File: config.mk
export PLATFORM = sky130hd
export DESIGN_NAME = mfic_ctrl
export DESIGN_NICKNAME = d
export VERILOG_FILES = /design/src/verilog/mfic_pkg.sv /design/src/verilog/mfic_ctrl.sv
export SDC_FILE = /design/constraint.sdc
export NUM_CORES = 1
export LEC_CHECK = 0
export BUFFER_PORTS_ARGS = -buffer_cell sky130_fd_sc_hd__buf_4
export CORE_ASPECT_RATIO = 1.2
export CORE_MARGIN = 8
export CORE_UTILIZATION = 48
export DETAILED_ROUTE_END_ITERATION = 8
export PLACE_DENSITY = 0.77
export SYNTH_ARGS = -nofsm -noshare
export SYNTH_HDL_FRONTEND = slang
export SYNTH_SLANG_ARGS = --single-unit
File: constraint.sdc
create_clock -name clock -period 2.8 [get_ports clock]
set_input_delay 0.14 -clock clock [delete_from_list [all_inputs] [get_ports clock]]
set_output_delay 0.14 -clock clock [all_outputs]
set_load 0.005 [all_outputs]
File: src/verilog/mfic_pkg.sv
// Package: constants of the multi-function interrupt control block
package mfic_pkg;

  // ==========================================================
  // Widths
  // ==========================================================
  localparam int PC_W = 12;
  localparam int NUM_REG = 7;
  localparam int NUM_GRP = 6;

  // ==========================================================
  // Register offsets (byte addresses)
  // ==========================================================
  localparam logic [7:0] OFF_PRIMARY = 8'h00;
  localparam logic [7:0] OFF_TMR0 = 8'h04;
  localparam logic [7:0] OFF_TMR1 = 8'h08;
  localparam logic [7:0] OFF_TMR2 = 8'h0c;
  localparam logic [7:0] OFF_SER = 8'h10;
  localparam logic [7:0] OFF_TMR3 = 8'h14;
  localparam logic [7:0] OFF_UART = 8'h18;
  localparam logic [7:0] OFF_CTRL = 8'h1c;
  localparam logic [7:0] OFF_STATUS = 8'h20;
  localparam logic [NUM_REG-1:0][7:0] REG_OFF = {
    OFF_UART, OFF_TMR3, OFF_SER, OFF_TMR2,
    OFF_TMR1, OFF_TMR0, OFF_PRIMARY};

  // ==========================================================
  // Reset values and masks
  // ==========================================================
  localparam logic [7:0] RST_REG = 8'h00;
  localparam logic [7:0] RST_CTRL = 8'h00;
  // Writable bits per register, index 0 is the primary one
  localparam logic [NUM_REG-1:0][7:0] WR_MASK = {
    8'h33, 8'hff, 8'hff, 8'h33, 8'hff, 8'hff, 8'hff};
  // Implemented flag/enable pairs of each group register
  localparam logic [NUM_GRP-1:0][3:0] REQ_MASK = {
    4'h3, 4'h3, 4'hb, 4'h3, 4'hf, 4'hf};

  // ==========================================================
  // Field positions
  // ==========================================================
  localparam int FLAG_LO = 4;
  localparam int BIT_PIN2_F = 4;
  localparam int BIT_PIN3_F = 5;
  localparam int BIT_GRP4_F = 6;
  localparam int BIT_GRP5_F = 7;
  localparam int BIT_PIN2_E = 0;
  localparam int BIT_PIN3_E = 1;
  localparam int BIT_GRP4_E = 2;
  localparam int BIT_GRP5_E = 3;
  localparam int BIT_GIE = 0;
  localparam int SEL_PIN2_LO = 4;
  localparam int SEL_PIN3_LO = 6;
  localparam int DEPTH_W = 4;
  localparam logic [DEPTH_W-1:0] DEPTH_MAX = 4'hf;

  // ==========================================================
  // Edge select codes
  // ==========================================================
  localparam logic [1:0] EDGE_OFF = 2'h0;
  localparam logic [1:0] EDGE_RISE = 2'h1;
  localparam logic [1:0] EDGE_FALL = 2'h2;
  localparam logic [1:0] EDGE_BOTH = 2'h3;

  // ==========================================================
  // Vector addresses, ascending order is priority order
  // ==========================================================
  localparam logic [PC_W-1:0] VEC_PIN2 = 12'h00c;
  localparam logic [PC_W-1:0] VEC_PIN3 = 12'h010;
  localparam logic [PC_W-1:0] VEC_GRP4 = 12'h014;
  localparam logic [PC_W-1:0] VEC_GRP5 = 12'h018;

endpackage : mfic_pkg
File: src/verilog/mfic_ctrl.sv
// Module: multi-function interrupt controller with APB registers
//
// Added by the designer: the register addresses and the APB register port.
`timescale 1ns/1ps

// Function
// - Primary register: group 5/4 flags bits 7/6, pin 3/2 flags 5/4, enables 3..0.
// - Timer 0 group register: four compare flags bits 7..4, enables 3..0.
// - Timer 1 group register uses the same layout as timer 0.
// - UART group: UART1/UART0 flags bits 5/4, enables 1/0, rest read zero.
// - A source event sets its flag whatever the enable.
// - A set flag jumps only when its enable is one.
// - Global enable low blocks every vector jump.
// - On acceptance push next address, load vector into program counter.
// - Return instruction pops saved address into the program counter.
// - Servicing clears the global enable automatically.
// - Requests during service latch and are serviced once enabled again.
// - Stack full: no request is acknowledged.
// - Simultaneous requests resolved by fixed priority.
// - Pins have own vectors, groups 4 and 5 each share one vector.
// - Any flag becoming set wakes the device.
// - Edge select: 00 off, 01 rising, 10 falling, 11 both.
// - Group flag sets when its enabled member requests go from none set to any set.
// - Group service clears only the group flag, not members.
// - Pin service clears that pin's flag and the global enable.
module mfic_ctrl
  import mfic_pkg::*;
(
  input wire logic clock,
  input wire logic rst,
  input wire logic psel,
  input wire logic penable,
  input wire logic pwrite,
  input wire logic [7:0] paddr,
  input wire logic [31:0] pwdata,
  output logic [31:0] prdata,
  output logic pready,
  output logic pslverr,
  input wire logic extPin2,
  input wire logic extPin3,
  input wire logic [3:0] tmr0Event,
  input wire logic [3:0] tmr1Event,
  input wire logic [1:0] tmr2Event,
  input wire logic serialEvent,
  input wire logic eepromEvent,
  input wire logic lowVoltEvent,
  input wire logic [1:0] tmr3Event,
  input wire logic [1:0] uartEvent,
  input wire logic [PC_W-1:0] nextPc,
  input wire logic stackFull,
  input wire logic retInstr,
  input wire logic [PC_W-1:0] popAddr,
  output logic stackPush,
  output logic [PC_W-1:0] stackPushAddr,
  output logic pcLoad,
  output logic [PC_W-1:0] pcLoadAddr,
  output logic [3:0] groupSet,
  output logic wake
);

  // ==========================================================
  // State
  // ==========================================================
  typedef struct packed {
    logic [NUM_REG-1:0][7:0] regs;
    logic [7:0] ctrl;
    logic [1:0] prevPin;
    logic [NUM_GRP-1:0] prevReq;
    logic [DEPTH_W-1:0] depth;
    logic [31:0] prdata;
    logic pready;
    logic pslverr;
    logic stackPush;
    logic [PC_W-1:0] stackPushAddr;
    logic pcLoad;
    logic [PC_W-1:0] pcLoadAddr;
    logic [3:0] groupSet;
    logic wake;
  } mfic_state_t;

  mfic_state_t st;
  mfic_state_t next_st;

  // ==========================================================
  // Next state
  // ==========================================================
  always_comb
  begin
    logic [NUM_REG-1:0][7:0] hwSet;
    logic [NUM_GRP-1:0] memReq;
    logic [1:0] pinNow;
    logic [1:0] sel;
    logic [3:0] pend;
    logic access;
    logic hit;
    logic [31:0] rdata;
    logic [7:0] flagsOld;
    logic [7:0] flagsNew;
    logic anyRise;
    hwSet = '0;
    memReq = '0;
    pinNow = {extPin3, extPin2};
    sel = 2'h0;
    pend = 4'h0;
    access = psel & penable;
    hit = 1'b0;
    rdata = 32'h0;
    flagsOld = 8'h0;
    flagsNew = 8'h0;
    anyRise = 1'b0;
    next_st = st;
    next_st.pready = 1'b0;
    next_st.pslverr = 1'b0;
    next_st.stackPush = 1'b0;
    next_st.pcLoad = 1'b0;
    next_st.groupSet = 4'h0;
    next_st.wake = 1'b0;
    next_st.prevPin = pinNow;

    // Pin edge detection
    for (int p = 0; p < 2; p++)
    begin
      sel = (p == 0) ? st.ctrl[SEL_PIN2_LO +: 2] : st.ctrl[SEL_PIN3_LO +: 2];
      hwSet[0][BIT_PIN2_F + p] =
        (sel[0] & pinNow[p] & ~st.prevPin[p]) |
        (sel[1] & ~pinNow[p] & st.prevPin[p]);
    end

    // Member source events
    hwSet[1][7:4] = tmr0Event;
    hwSet[2][7:4] = tmr1Event;
    hwSet[3][5:4] = tmr2Event;
    hwSet[4][7] = serialEvent;
    hwSet[4][5] = eepromEvent;
    hwSet[4][4] = lowVoltEvent;
    hwSet[5][5:4] = tmr3Event;
    hwSet[6][5:4] = uartEvent;

    // Group request edges
    for (int g = 0; g < NUM_GRP; g++)
    begin
      memReq[g] = |(st.regs[g + 1][7:4] & st.regs[g + 1][3:0] & REQ_MASK[g]);
    end
    next_st.prevReq = memReq;
    next_st.groupSet = memReq[3:0] & ~st.prevReq[3:0];
    hwSet[0][BIT_GRP4_F] = memReq[4] & ~st.prevReq[4];
    hwSet[0][BIT_GRP5_F] = memReq[5] & ~st.prevReq[5];

    // Register bus decode
    for (int i = 0; i < NUM_REG; i++)
    begin
      if (paddr == REG_OFF[i])
      begin
        hit = 1'b1;
        rdata = {24'h0, st.regs[i] & WR_MASK[i]};
      end
    end
    if (paddr == OFF_CTRL)
    begin
      hit = 1'b1;
      rdata = {24'h0, st.ctrl};
    end
    if (paddr == OFF_STATUS)
    begin
      hit = 1'b1;
      rdata = {27'h0, stackFull, st.depth};
    end

    // First access cycle: capture read data, answer next
    if (access && !st.pready)
    begin
      next_st.pready = 1'b1;
      next_st.pslverr = ~hit;
      next_st.prdata = hit ? rdata : 32'h0;
    end

    // Write takes effect on the completing edge
    if (access && st.pready && pwrite && !st.pslverr)
    begin
      for (int i = 0; i < NUM_REG; i++)
      begin
        if (paddr == REG_OFF[i])
        begin
          next_st.regs[i] = pwdata[7:0] & WR_MASK[i];
        end
      end
      if (paddr == OFF_CTRL)
      begin
        next_st.ctrl = pwdata[7:0];
      end
    end

    // Pending requests gated by enables
    pend[0] = st.regs[0][BIT_PIN2_F] & st.regs[0][BIT_PIN2_E];
    pend[1] = st.regs[0][BIT_PIN3_F] & st.regs[0][BIT_PIN3_E];
    pend[2] = st.regs[0][BIT_GRP4_F] & st.regs[0][BIT_GRP4_E];
    pend[3] = st.regs[0][BIT_GRP5_F] & st.regs[0][BIT_GRP5_E];

    // Return from a service routine
    if (retInstr)
    begin
      next_st.pcLoad = 1'b1;
      next_st.pcLoadAddr = popAddr;
      if (st.depth != '0)
      begin
        next_st.depth = st.depth - 1'b1;
      end
    end
    else if (st.ctrl[BIT_GIE] && !stackFull && (pend != 4'h0))
    begin
      next_st.stackPush = 1'b1;
      next_st.stackPushAddr = nextPc;
      next_st.pcLoad = 1'b1;
      next_st.ctrl[BIT_GIE] = 1'b0;
      if (st.depth != DEPTH_MAX)
      begin
        next_st.depth = st.depth + 1'b1;
      end
      if (pend[0])
      begin
        next_st.pcLoadAddr = VEC_PIN2;
        next_st.regs[0][BIT_PIN2_F] = 1'b0;
      end
      else if (pend[1])
      begin
        next_st.pcLoadAddr = VEC_PIN3;
        next_st.regs[0][BIT_PIN3_F] = 1'b0;
      end
      else if (pend[2])
      begin
        next_st.pcLoadAddr = VEC_GRP4;
        next_st.regs[0][BIT_GRP4_F] = 1'b0;
      end
      else
      begin
        next_st.pcLoadAddr = VEC_GRP5;
        next_st.regs[0][BIT_GRP5_F] = 1'b0;
      end
    end

    // Hardware sets win over any clear
    for (int i = 0; i < NUM_REG; i++)
    begin
      next_st.regs[i] = next_st.regs[i] | hwSet[i];
      flagsOld = st.regs[i] & WR_MASK[i] & 8'hf0;
      flagsNew = next_st.regs[i] & WR_MASK[i] & 8'hf0;
      anyRise = anyRise | (|(flagsNew & ~flagsOld));
    end
    next_st.wake = anyRise;
  end

  // ==========================================================
  // Registers
  // ==========================================================
  always_ff @(posedge clock or posedge rst)
  begin
    if (rst)
    begin
      st <= '0;
      st.regs <= {NUM_REG{RST_REG}};
      st.ctrl <= RST_CTRL;
    end
    else
    begin
      st <= next_st;
    end
  end

  assign prdata = st.prdata;
  assign pready = st.pready;
  assign pslverr = st.pslverr;
  assign stackPush = st.stackPush;
  assign stackPushAddr = st.stackPushAddr;
  assign pcLoad = st.pcLoad;
  assign pcLoadAddr = st.pcLoadAddr;
  assign groupSet = st.groupSet;
  assign wake = st.wake;
endmodule : mfic_ctrl

==> impl_metrics.yaml, run 1 <==
run_status:
  status: "complete, no violations"
global_routing:
  grt_pass1_vias: 4569
  overflow: 0
  busiest_layer: "met2"
  antenna_found_initial: 0
  grt_usage_pct: 18.9
  grt_pass1_wl_mm: 23.6
  use_met2_pct: 31.9
  use_met3_pct: 3.95
  met1_usage_pct: 22.6
  grt_max_degree: 86
synth:
  post-synth-top-area-fraction_pct: 46.4
  async_flop_share_pct: 100
  synth_enable_flop_cells: 0
  yosys_most_used_dff: "dfrtp_1"
  netlist_area_um2: 5880
  synth.distinct_cells: 65
  syn_avg_cell_area_um2: 10.1
  synth_seq_cells: 109
  netlist_instances: 582
  synth_area_leaders: "dfrtp_1 46%, mux2_2 8.6%, buf_4 7.9%"
  ys_seq_area_share_pct: 46.4
  yosysTopAreaCell: "dfrtp_1"
  yosys_warnings: 0
floorplan:
  dieHeight_um: 137
  num_io_pins: 155
  start_util_pct: 49.0
  core_area_um2: 12000
  chipWidth_um: 117
  die_area_um2: 16100
  rows: 44
worst_setup_path:
  crit_path_start: "st[89]$_DFF_PP0_"
  required_ps: 3030
  reg2reg_slack_ps: 460
  r2r-end: "stackPushAddr[5]$_DFFE_PP0P_"
  cp.buffers_inverters: 0
  worst-path-stages: 4
  crit_family: "simple AND/OR/NAND/NOR gates"
  cp-start-kind: "register"
  critPathArrivalTime_ps: 2570
  crit_end: "stackPushAddr[5]$_DFFE_PP0P_"
  critPathSlowestCell: "nor2_1"
  crit_chain: "a22oi_1 -> a21o_1 -> nor2_1 -> mux2_2"
  r2r-start: "st[89]$_DFF_PP0_"
  end_kind: "register"
  max_stage_delay_ps: 870
  path_max_fanout: 14
  reg2reg_depth: 4
  path_class: "reg2reg"
worst_hold_path:
  min_path_type: "in2reg"
pwr:
  p_per_area_nw_per_um2: 486
  switching_share_pct: 25.5
  cellInternalPower_w: 0.00250
  p_leak_nw: 3.30
  max-vdd-ir-drop_mv: 0.368
  p_comb_share_pct: 13.1
  clockPowerShare_pct: 36.3
  p_switching_w: 0.000853
  seqPwrFrac_pct: 50.6
placement:
  io_buffers: 106
  gp_congestion: 0.924
  dp.final_hpwl_mm: 11.3
  placed_cell_area_um2: 6460
  place_ws_ps: 498
final_layout:
  final_util_pct: 57.4
  area.growth.synth_to_final_pct: 17.3
  nets: 751
  fin_area_um2: 6890
  diodes: 0
  drive_gt1_share_pct: 28.1
clock_network:
  clk_latency_ps: 350
  clkSlewWorstSetupHoldPaths_ps: 70
  cts_setup_buffers: 0
  cts_buffers: 9
  htree_levels: 3
  clock_path_buffers: 2
  cts_sinks: 109
  cts_root_buffer: "clkbuf_16"
  cts_resized: 0
  cts_tree: "done"
  cts_hold_buf: 14
route:
  dr_total_vias: 4676
  drt_drc_violations_left: 0
  finalWirelength_mm: 15.0
  via_per_inst: 5.67
  wl_per_cell_um: 18.3
  firstDrtPassIters: 7
  drtIter0Drc: 410
  ant_nets: 0
flow_run:
  maxCapViolations: 0
timing:
  worstMarginPinSlew_ps: 1160
  max_freq_mhz: 427
  skew_ps: 8.64
  maxSlewViolCount: 0
  min_period_ps: 2340
  hold_viol: 0
  setup_viol: 0
  final.setup.tns_ps: 0
  rsz0062_at_grt: "false"
  period_share_pct: 83.7
  timing.final.ws_setup_ps: 457
  max-slew-margin-rel_pct: 22.6
per-layer routing:
metal / wire (um) / part of all wire (%)
met5: 0 / 0
met4: 552 / 3.7
met3: 1130 / 7.5
met2: 7610 / 51
met1: 5750 / 38
state kept, by name, summed over array words and instances, names as in the netlist:
| register | flops |
|---|---|
| stackPushAddr | 12 |
| groupSet | 4 |
| prdata | 8 |
| pslverr | 1 |
| wake | 1 |
| pcLoadAddr | 12 |
| stackPush | 1 |
| st | 68 |
| pready | 1 |
| pcLoad | 1 |
worst register-to-register path: stages (launching register included):
cell,delay (ps)
dfrtp_1,510
a22oi_1,200
a21o_1,220
nor2_1,870
mux2_2,430
area by class of cell:
cell class	count	area [um^2]
Timing Repair Buffer	127	1000
Sequential cell	109	2730
Tap cell	161	201
Multi-Input combinational cell	388	2580
Inverter	23	90.1
Clock buffer	11	253
Clock inverter	5	35.0
Fill cell	1029	5110
synth_stat cells, types with 3 or more instances:
master / number
nand3_1: 5
mux2i_1: 13
mux4_2: 3
a31oi_1: 7
o22ai_1: 8
xnor2_1: 4
nand2b_1: 6
inv_1: 23
nand4_1: 3
buf_4: 62
a22o_1: 5
o21ai_0: 36
nor2_1: 27
nand2_1: 67
buf_2: 5
nand3b_1: 5
a211o_1: 13
and3_1: 4
clkbuf_1: 16
mux2_2: 45
dfrtp_1: 109
nor3_1: 7
nor2b_1: 20
a22oi_1: 8
o211ai_1: 7
a21oi_1: 25
placed cells by master (no fill, tap or decap), types with 14 or more instances in the layout:
master / count
dlygate4sd3_1: 14
nor2b_1: 20
o21ai_0: 36
mux2_2: 45
conb_1: 24
a21oi_1: 25
nand2_1: 67
inv_1: 22
nor2_1: 27
dfrtp_1: 109
buf_4: 112
power groups by stage:
stage | clock network, W | logic (W) | registers, W
floorplan | 0 | 0.000293 | 0.00170
global placement | 0 | 0.000400 | 0.00172
detailed placement | 0 | 0.000423 | 0.00172
CTS | 0.00124 | 0.000442 | 0.00169
global route | 0.00129 | 0.000491 | 0.00170
finish | 0.00122 | 0.000439 | 0.00169
how the worst min path moves through the flow:
| stage | startpoint | endpoint | slack [ps] | cells past startpoint |
|---|---|---|---|---|
| after CTS | popAddr[11] | pcLoadAddr[11]$_DFFE_PP0P_ | 1 | 3 |
| after floorplan | extPin2 | st[75]$_DFF_PP0_ | 170 | 0 |
| after detailed placement | rst | stackPushAddr[11]$_DFFE_PP0P_ | 230 | 2 |
| after global placement | rst | stackPushAddr[6]$_DFFE_PP0P_ | 210 | 2 |
| final | popAddr[11] | pcLoadAddr[11]$_DFFE_PP0P_ | 7 | 3 |
| after global routing | popAddr[5] | pcLoadAddr[5]$_DFFE_PP0P_ | 1 | 3 |
per-stage QoR:
step	hold WS (ps)	power, W	std cells
after floorplan	171	0.00200	605
after global placement	210	0.00212	794
after detailed placement	233	0.00215	794
after CTS	1.13	0.00337	824
after global routing	1.31	0.00348	824
final	6.94	0.00335	824
logic make-up (layout without fill, tap and decap cells):
family          Yosys count  after routing  synth area share, %
xor+xnor                  4              4                0.596
buf+inv                 108            166                 11.1
other cells               1             24               0.0638
simple gates            165            165                 14.5
flops                   109            109                 46.4
fa+ha+maj                 3              3                0.766
compound gates          131            131                 14.6
mux                      61             61                 12.0
Power figures use the tool's default switching activity.
==> run 2, diff against run 1 <==
==> constraint.sdc (replaced) <==
create_clock -name clock -period 2.01 [get_ports clock]
set_input_delay 0.1005 -clock clock [delete_from_list [all_inputs] [get_ports clock]]
set_output_delay 0.1005 -clock clock [all_outputs]
set_load 0.005 [all_outputs]
==> impl_metrics.yaml, run 2 (synthesis gave the netlist of run 1 again) <==
run_status:
  status: "finished with violations"
  violations: "negative setup slack"
final_layout:
  multi_input_area_um2: 2620
  area.growth.synth_to_final_pct: 31.3
  mostFrequentLayoutCell: "buf_4"
  diodes: 0
  largest_register: "st"
  nets: 833
  layout_common_cells: "162 x buf_4, 109 x dfrtp_1, 67 x nand2_1"
  largest_reg_flops: 68
  fin_area_um2: 7710
  drive_gt1_share_pct: 32.6
  final_util_pct: 64.3
  seqCellArea_um2: 2730
  nFillCells: 936
placement:
  dp.final_hpwl_mm: 12.6
  placed_cell_area_um2: 6900
  gp_congestion: 0.927
  io_buffers: 106
timing:
  skew_ps: 6.82
  final.setup.tns_ps: -42.5
  max_freq_mhz: 487
  maxSlewViolCount: 0
  period_share_pct: 102
  hold_ws_ps: 21.4
  rsz0062_at_grt: "true"
  setup_viol: 1
  max-slew-margin-rel_pct: 61.9
  timing.final.ws_setup_ps: -42.5
  worstMarginPinSlew_ps: 572
  min_period_ps: 2050
  hold_viol: 0
worst_setup_path:
  critPathArrivalTime_ps: 2270
  path_max_fanout: 2
  max_stage_delay_ps: 570
  crit_chain: "inv_2 -> a222oi_1 -> nand4_1 -> a31oi_1 -> o2111ai_1 -> or4_1"
  critPathSlowestCell: "or4_1"
  path_class: "reg2reg"
  cp-start-kind: "register"
  end_kind: "register"
  required_ps: 2230
route:
  firstDrtPassIters: 5
  ant_nets: 0
  finalWirelength_mm: 17.5
  drt_drc_violations_left: 0
  dr_total_vias: 5015
  wl_per_cell_um: 19.4
  drtIter0Drc: 414
  via_per_inst: 5.54
clock_network:
  cts_root_buffer: "clkbuf_16"
  clk_latency_ps: 360
  clkSlewWorstSetupHoldPaths_ps: 70
  clock_path_buffers: 2
  htree_levels: 3
  cts_tree: "done"
  cts_sinks: 109
  cts_buffers: 9
global_routing:
  grt_pass1_wl_mm: 27.1
  antenna_found_initial: 0
  grt_pass1_vias: 5111
  grt_usage_pct: 22.3
  overflow: 0
  grt_max_degree: 110
floorplan:
  core_area_um2: 12000
  start_util_pct: 49.0
  rows: 44
  dieHeight_um: 137
  chipWidth_um: 117
  die_area_um2: 16100
  num_io_pins: 155
worst_hold_path:
  min_path_type: "in2reg"
flow_run:
  maxCapViolations: 0
pwr:
  p_per_area_nw_per_um2: 667
  max-vdd-ir-drop_mv: 0.403
  p_leak_nw: 3.72
-- run 2: cell types whose count changed in the layout (fill, tap and decap cells not counted), moves of 2 or more --
cell / change
buf_4: +50
bufinv_16: +3
a2111oi_0: -2
dlygate4sd3_1: +29
clkbuf_8: -2
buf_12: +3
clkinv_2: -2
-- run 2: through the flow --
stage	power (W)	instances	setup WS, ps
after detailed placement	0.00303	847	-88.7
after floorplan	0.00278	605	69.6
after global placement	0.00299	847	-51.1
final	0.00515	906	-42.5
after CTS	0.00515	906	5.40
after global routing	0.00531	906	-42.3
-- run 2: worst paths after layout --
check / slack, ps / from / end / cells after the start
max reg2reg: -40 / st[122]$_DFF_PP0_ / wake$_DFF_PP0_ / 6
max in group asynchronous: 1100 / rst / st[68]$_DFFE_PP0P_ / 4
min in group asynchronous: 470 / rst / stackPushAddr[6]$_DFFE_PP0P_ / 4
min reg2reg: 390 / st[71]$_DFF_PP0_ / groupSet[2]$_DFF_PP0_ / 1
min: 20 / popAddr[2] / pcLoadAddr[2]$_DFFE_PP0P_ / 3
max: -40 / st[122]$_DFF_PP0_ / wake$_DFF_PP0_ / 6
-- run 2: repair_timing --
action / in CTS / in global routing
cloned: 0 / 0
pin swaps: 3 / 7
gates resized for setup: 4 / 5
setup endpoints to repair: 1 / 1
setup buffers: 0 / 1
hold buffers: 43 / 0
endpoints found under the hold margin: 151 / 0
-- run 2: critical path, delay by kind of cell, from the launching register on --
kind / cells / cell delay [ps]
compound gates: 3 / 750
flops: 1 / 380
simple gates: 2 / 740
buf+inv: 1 / 50
-- run 2: final cells by class --
class                   instances  area share, %
repair buffers                209           22.4
clock inverters                 6           1.54
multi-input cells             388           34.0
flip-flops and latches        109           35.4
inverters                      23           1.17
clock buffers                  10           2.97
well taps                     161           2.61
-- run 2: where the power goes --
group	internal (W)	switching, W
combinational	0.000359	0.000345
sequential	0.00227	0.0000884
clock	0.00123	0.000851
total	0.00386	0.00128
-- run 2: layer usage --
| metal | share of wire, % | track usage, % | routed length, um | vias up |
|---|---|---|---|---|
| li1 | - | - | - | 2286 |
| met5 | 0 | 0 | 0 | - |
| met4 | 3.5 | 10.5 | 610 | 0 |
| met2 | 51 | 38.0 | 8990 | 206 |
| met1 | 40 | 26.9 | 6970 | 2482 |
| met3 | 5.5 | 3.55 | 966 | 41 |
==> run 3, diff against run 2 <==
--- a/config.mk
+++ b/config.mk
@@ -8,9 +8,10 @@
 export BUFFER_PORTS_ARGS = -buffer_cell sky130_fd_sc_hd__buf_4
 export CORE_ASPECT_RATIO = 1.2
 export CORE_MARGIN = 8
-export CORE_UTILIZATION = 48
+export CORE_UTILIZATION = 50
+export CTS_BUF_LIST = sky130_fd_sc_hd__clkbuf_4 sky130_fd_sc_hd__clkbuf_8
 export DETAILED_ROUTE_END_ITERATION = 8
-export PLACE_DENSITY = 0.77
+export PLACE_DENSITY = 0.79
 export SYNTH_ARGS = -nofsm -noshare
 export SYNTH_HDL_FRONTEND = slang
 export SYNTH_SLANG_ARGS = --single-unit
==> impl_metrics.yaml, run 3 (synthesis gave the netlist of run 1 again) <==
floorplan:
  start_util_pct: 51.0
  die_area_um2: 15500
  rows: 43
  dieHeight_um: 135
  chipWidth_um: 115
  num_io_pins: 155
  core_area_um2: 11500
pwr:
  p_per_area_nw_per_um2: 592
  power.total_w: 0.00455
  p_leak_nw: 3.72
  max-vdd-ir-drop_mv: 0.373
timing:
  setup_viol: 1
  max-slew-margin-rel_pct: 56.5
  hold_viol: 0
  rsz0062_at_grt: "true"
  worstMarginPinSlew_ps: 651
  maxSlewViolCount: 0
  timing.final.ws_setup_ps: -29.6
  period_share_pct: 101
  skew_ps: 16.6
  min_period_ps: 2040
  max_freq_mhz: 490
clock_network:
  cts_root_buffer: "clkbuf_8"
  cts_tree: "done"
  cts_buffers: 9
  clock_path_buffers: 2
  clkSlewWorstSetupHoldPaths_ps: 110
  clk_latency_ps: 380
  cts_sinks: 109
  htree_levels: 3
worst_setup_path:
  r2r-end: "wake$_DFF_PP0_"
  critPathArrivalTime_ps: 2290
  crit_chain: "a22oi_2 -> buf_4 -> nor3_1 -> nor4_1 -> buf_4 -> o2111ai_1 -> or4_1"
  required_ps: 2260
  path_class: "reg2reg"
  crit_path_frequent_cell: "buf_4"
  r2r-start: "st[134]$_DFFE_PP0P_"
  max_stage_delay_ps: 470
  end_kind: "register"
  cp-start-kind: "register"
  reg2reg_slack_ps: -30
  critPathSlowestCell: "or4_1"
  path_max_fanout: 2
  reg2reg_depth: 7
route:
  drtIter0Drc: 468
  drt_drc_violations_left: 0
  finalWirelength_mm: 17.9
  firstDrtPassIters: 5
  via_per_inst: 5.61
  dr_total_vias: 5136
  ant_nets: 0
  wl_per_cell_um: 19.6
final_layout:
  fin_area_um2: 7690
  largest_register: "st"
  final_util_pct: 66.8
  nets: 845
  drive_gt1_share_pct: 33.3
  mostFrequentLayoutCell: "buf_4"
  nFillCells: 888
  seqCellArea_um2: 2730
  multi_input_area_um2: 2600
  largest_reg_flops: 68
  layout_common_cells: "168 x buf_4, 109 x dfrtp_1, 67 x nand2_1"
  area.growth.synth_to_final_pct: 30.8
placement:
  place_ws_ps: -81.6
  io_buffers: 106
  placed_cell_area_um2: 6960
  gp_congestion: 0.911
  dp.final_hpwl_mm: 13.0
flow_run:
  maxCapViolations: 0
global_routing:
  grt_pass1_wl_mm: 28.3
  antenna_found_initial: 1
  grt_max_degree: 46
  grt_usage_pct: 23.7
  overflow: 0
  grt_pass1_vias: 5288
worst_hold_path:
  hold-path-endpoint: "st[87]$_DFFE_PP0P_"
  hold_depth: 2
  min_path_type: "in2reg"
  min_from: "pwdata[2]"
run_status:
  violations: "negative setup slack"
  status: "finished with violations"
run 3: changes by cell type in the layout (fill, tap and decap cells not counted), sizes merged:
cell         change
buf              +8
bufinv           -2
clkbuf           +2
diode            +2
dlygate4sd3      +4
run 3: worst max path at each step:
stage / from / endpoint / slack (ps) / cells after the start
floorplan: paddr[4] / st[133]$_DFFE_PP0P_ / 70 / 5
global placement: paddr[5] / st[134]$_DFFE_PP0P_ / -60 / 5
detailed placement: paddr[5] / st[134]$_DFFE_PP0P_ / -80 / 5
CTS: st[134]$_DFFE_PP0P_ / wake$_DFF_PP0_ / 7 / 7
global route: tmr0Event[2] / wake$_DFF_PP0_ / -70 / 8
finish: st[134]$_DFFE_PP0P_ / wake$_DFF_PP0_ / -30 / 7
run 3: metal layers:
| layer | vias up | global-route usage, % | wire [um] |
|---|---|---|---|
| li1 | 2318 | - | - |
| met1 | 2511 | 27.9 | 6800 |
| met2 | 241 | 39.6 | 9100 |
| met3 | 66 | 4.02 | 1230 |
| met4 | 0 | 13.9 | 788 |
| met5 | - | 0 | 0 |
run 3: final cells by class:
cell class | count | area share (%)
diodes | 2 | 0.0651
multi-input cells | 388 | 33.8
repair buffers | 221 | 24.1
clock buffers | 12 | 2.15
well taps | 157 | 2.55
flip-flops and latches | 109 | 35.5
clock inverters | 4 | 0.683
inverters | 23 | 1.17
run 3: power breakdown:
| part | internal [W] | switching (W) | leakage (nW) | total (W) |
|---|---|---|---|---|
| Clock | 0.000685 | 0.000782 | 0.113 | 0.00147 |
| Sequential | 0.00227 | 0.0000930 | 1.38 | 0.00236 |
| Combinational | 0.000371 | 0.000350 | 2.22 | 0.000721 |
| Total | 0.00333 | 0.00123 | 3.72 | 0.00455 |
run 3: timing repair:
action                                 4_1_cts  5_1_grt
setup endpoints to repair                    1        1
gates resized for setup                      1        7
hold buffers                                47        0
buffers inserted                             2        0
endpoints found under the hold margin       70        0
pin swaps                                    3        0
run 3: critical path, delay by kind of cell (launching register included):
kind | cells | cell delay (ps)
and+or+nand+nor | 3 | 830
DFF | 1 | 420
AOI/OAI and AO/OA | 2 | 330
buffers and inverters | 2 | 330
run 3: stage by stage:
step                TNS [ps]  hold slack [ps]  cells
floorplan                  0              132    605
global placement        -310              205    849
detailed placement      -596              224    849
CTS                        0             15.2    914
global route           -74.2             24.8    915
finish                 -29.6             30.2    916
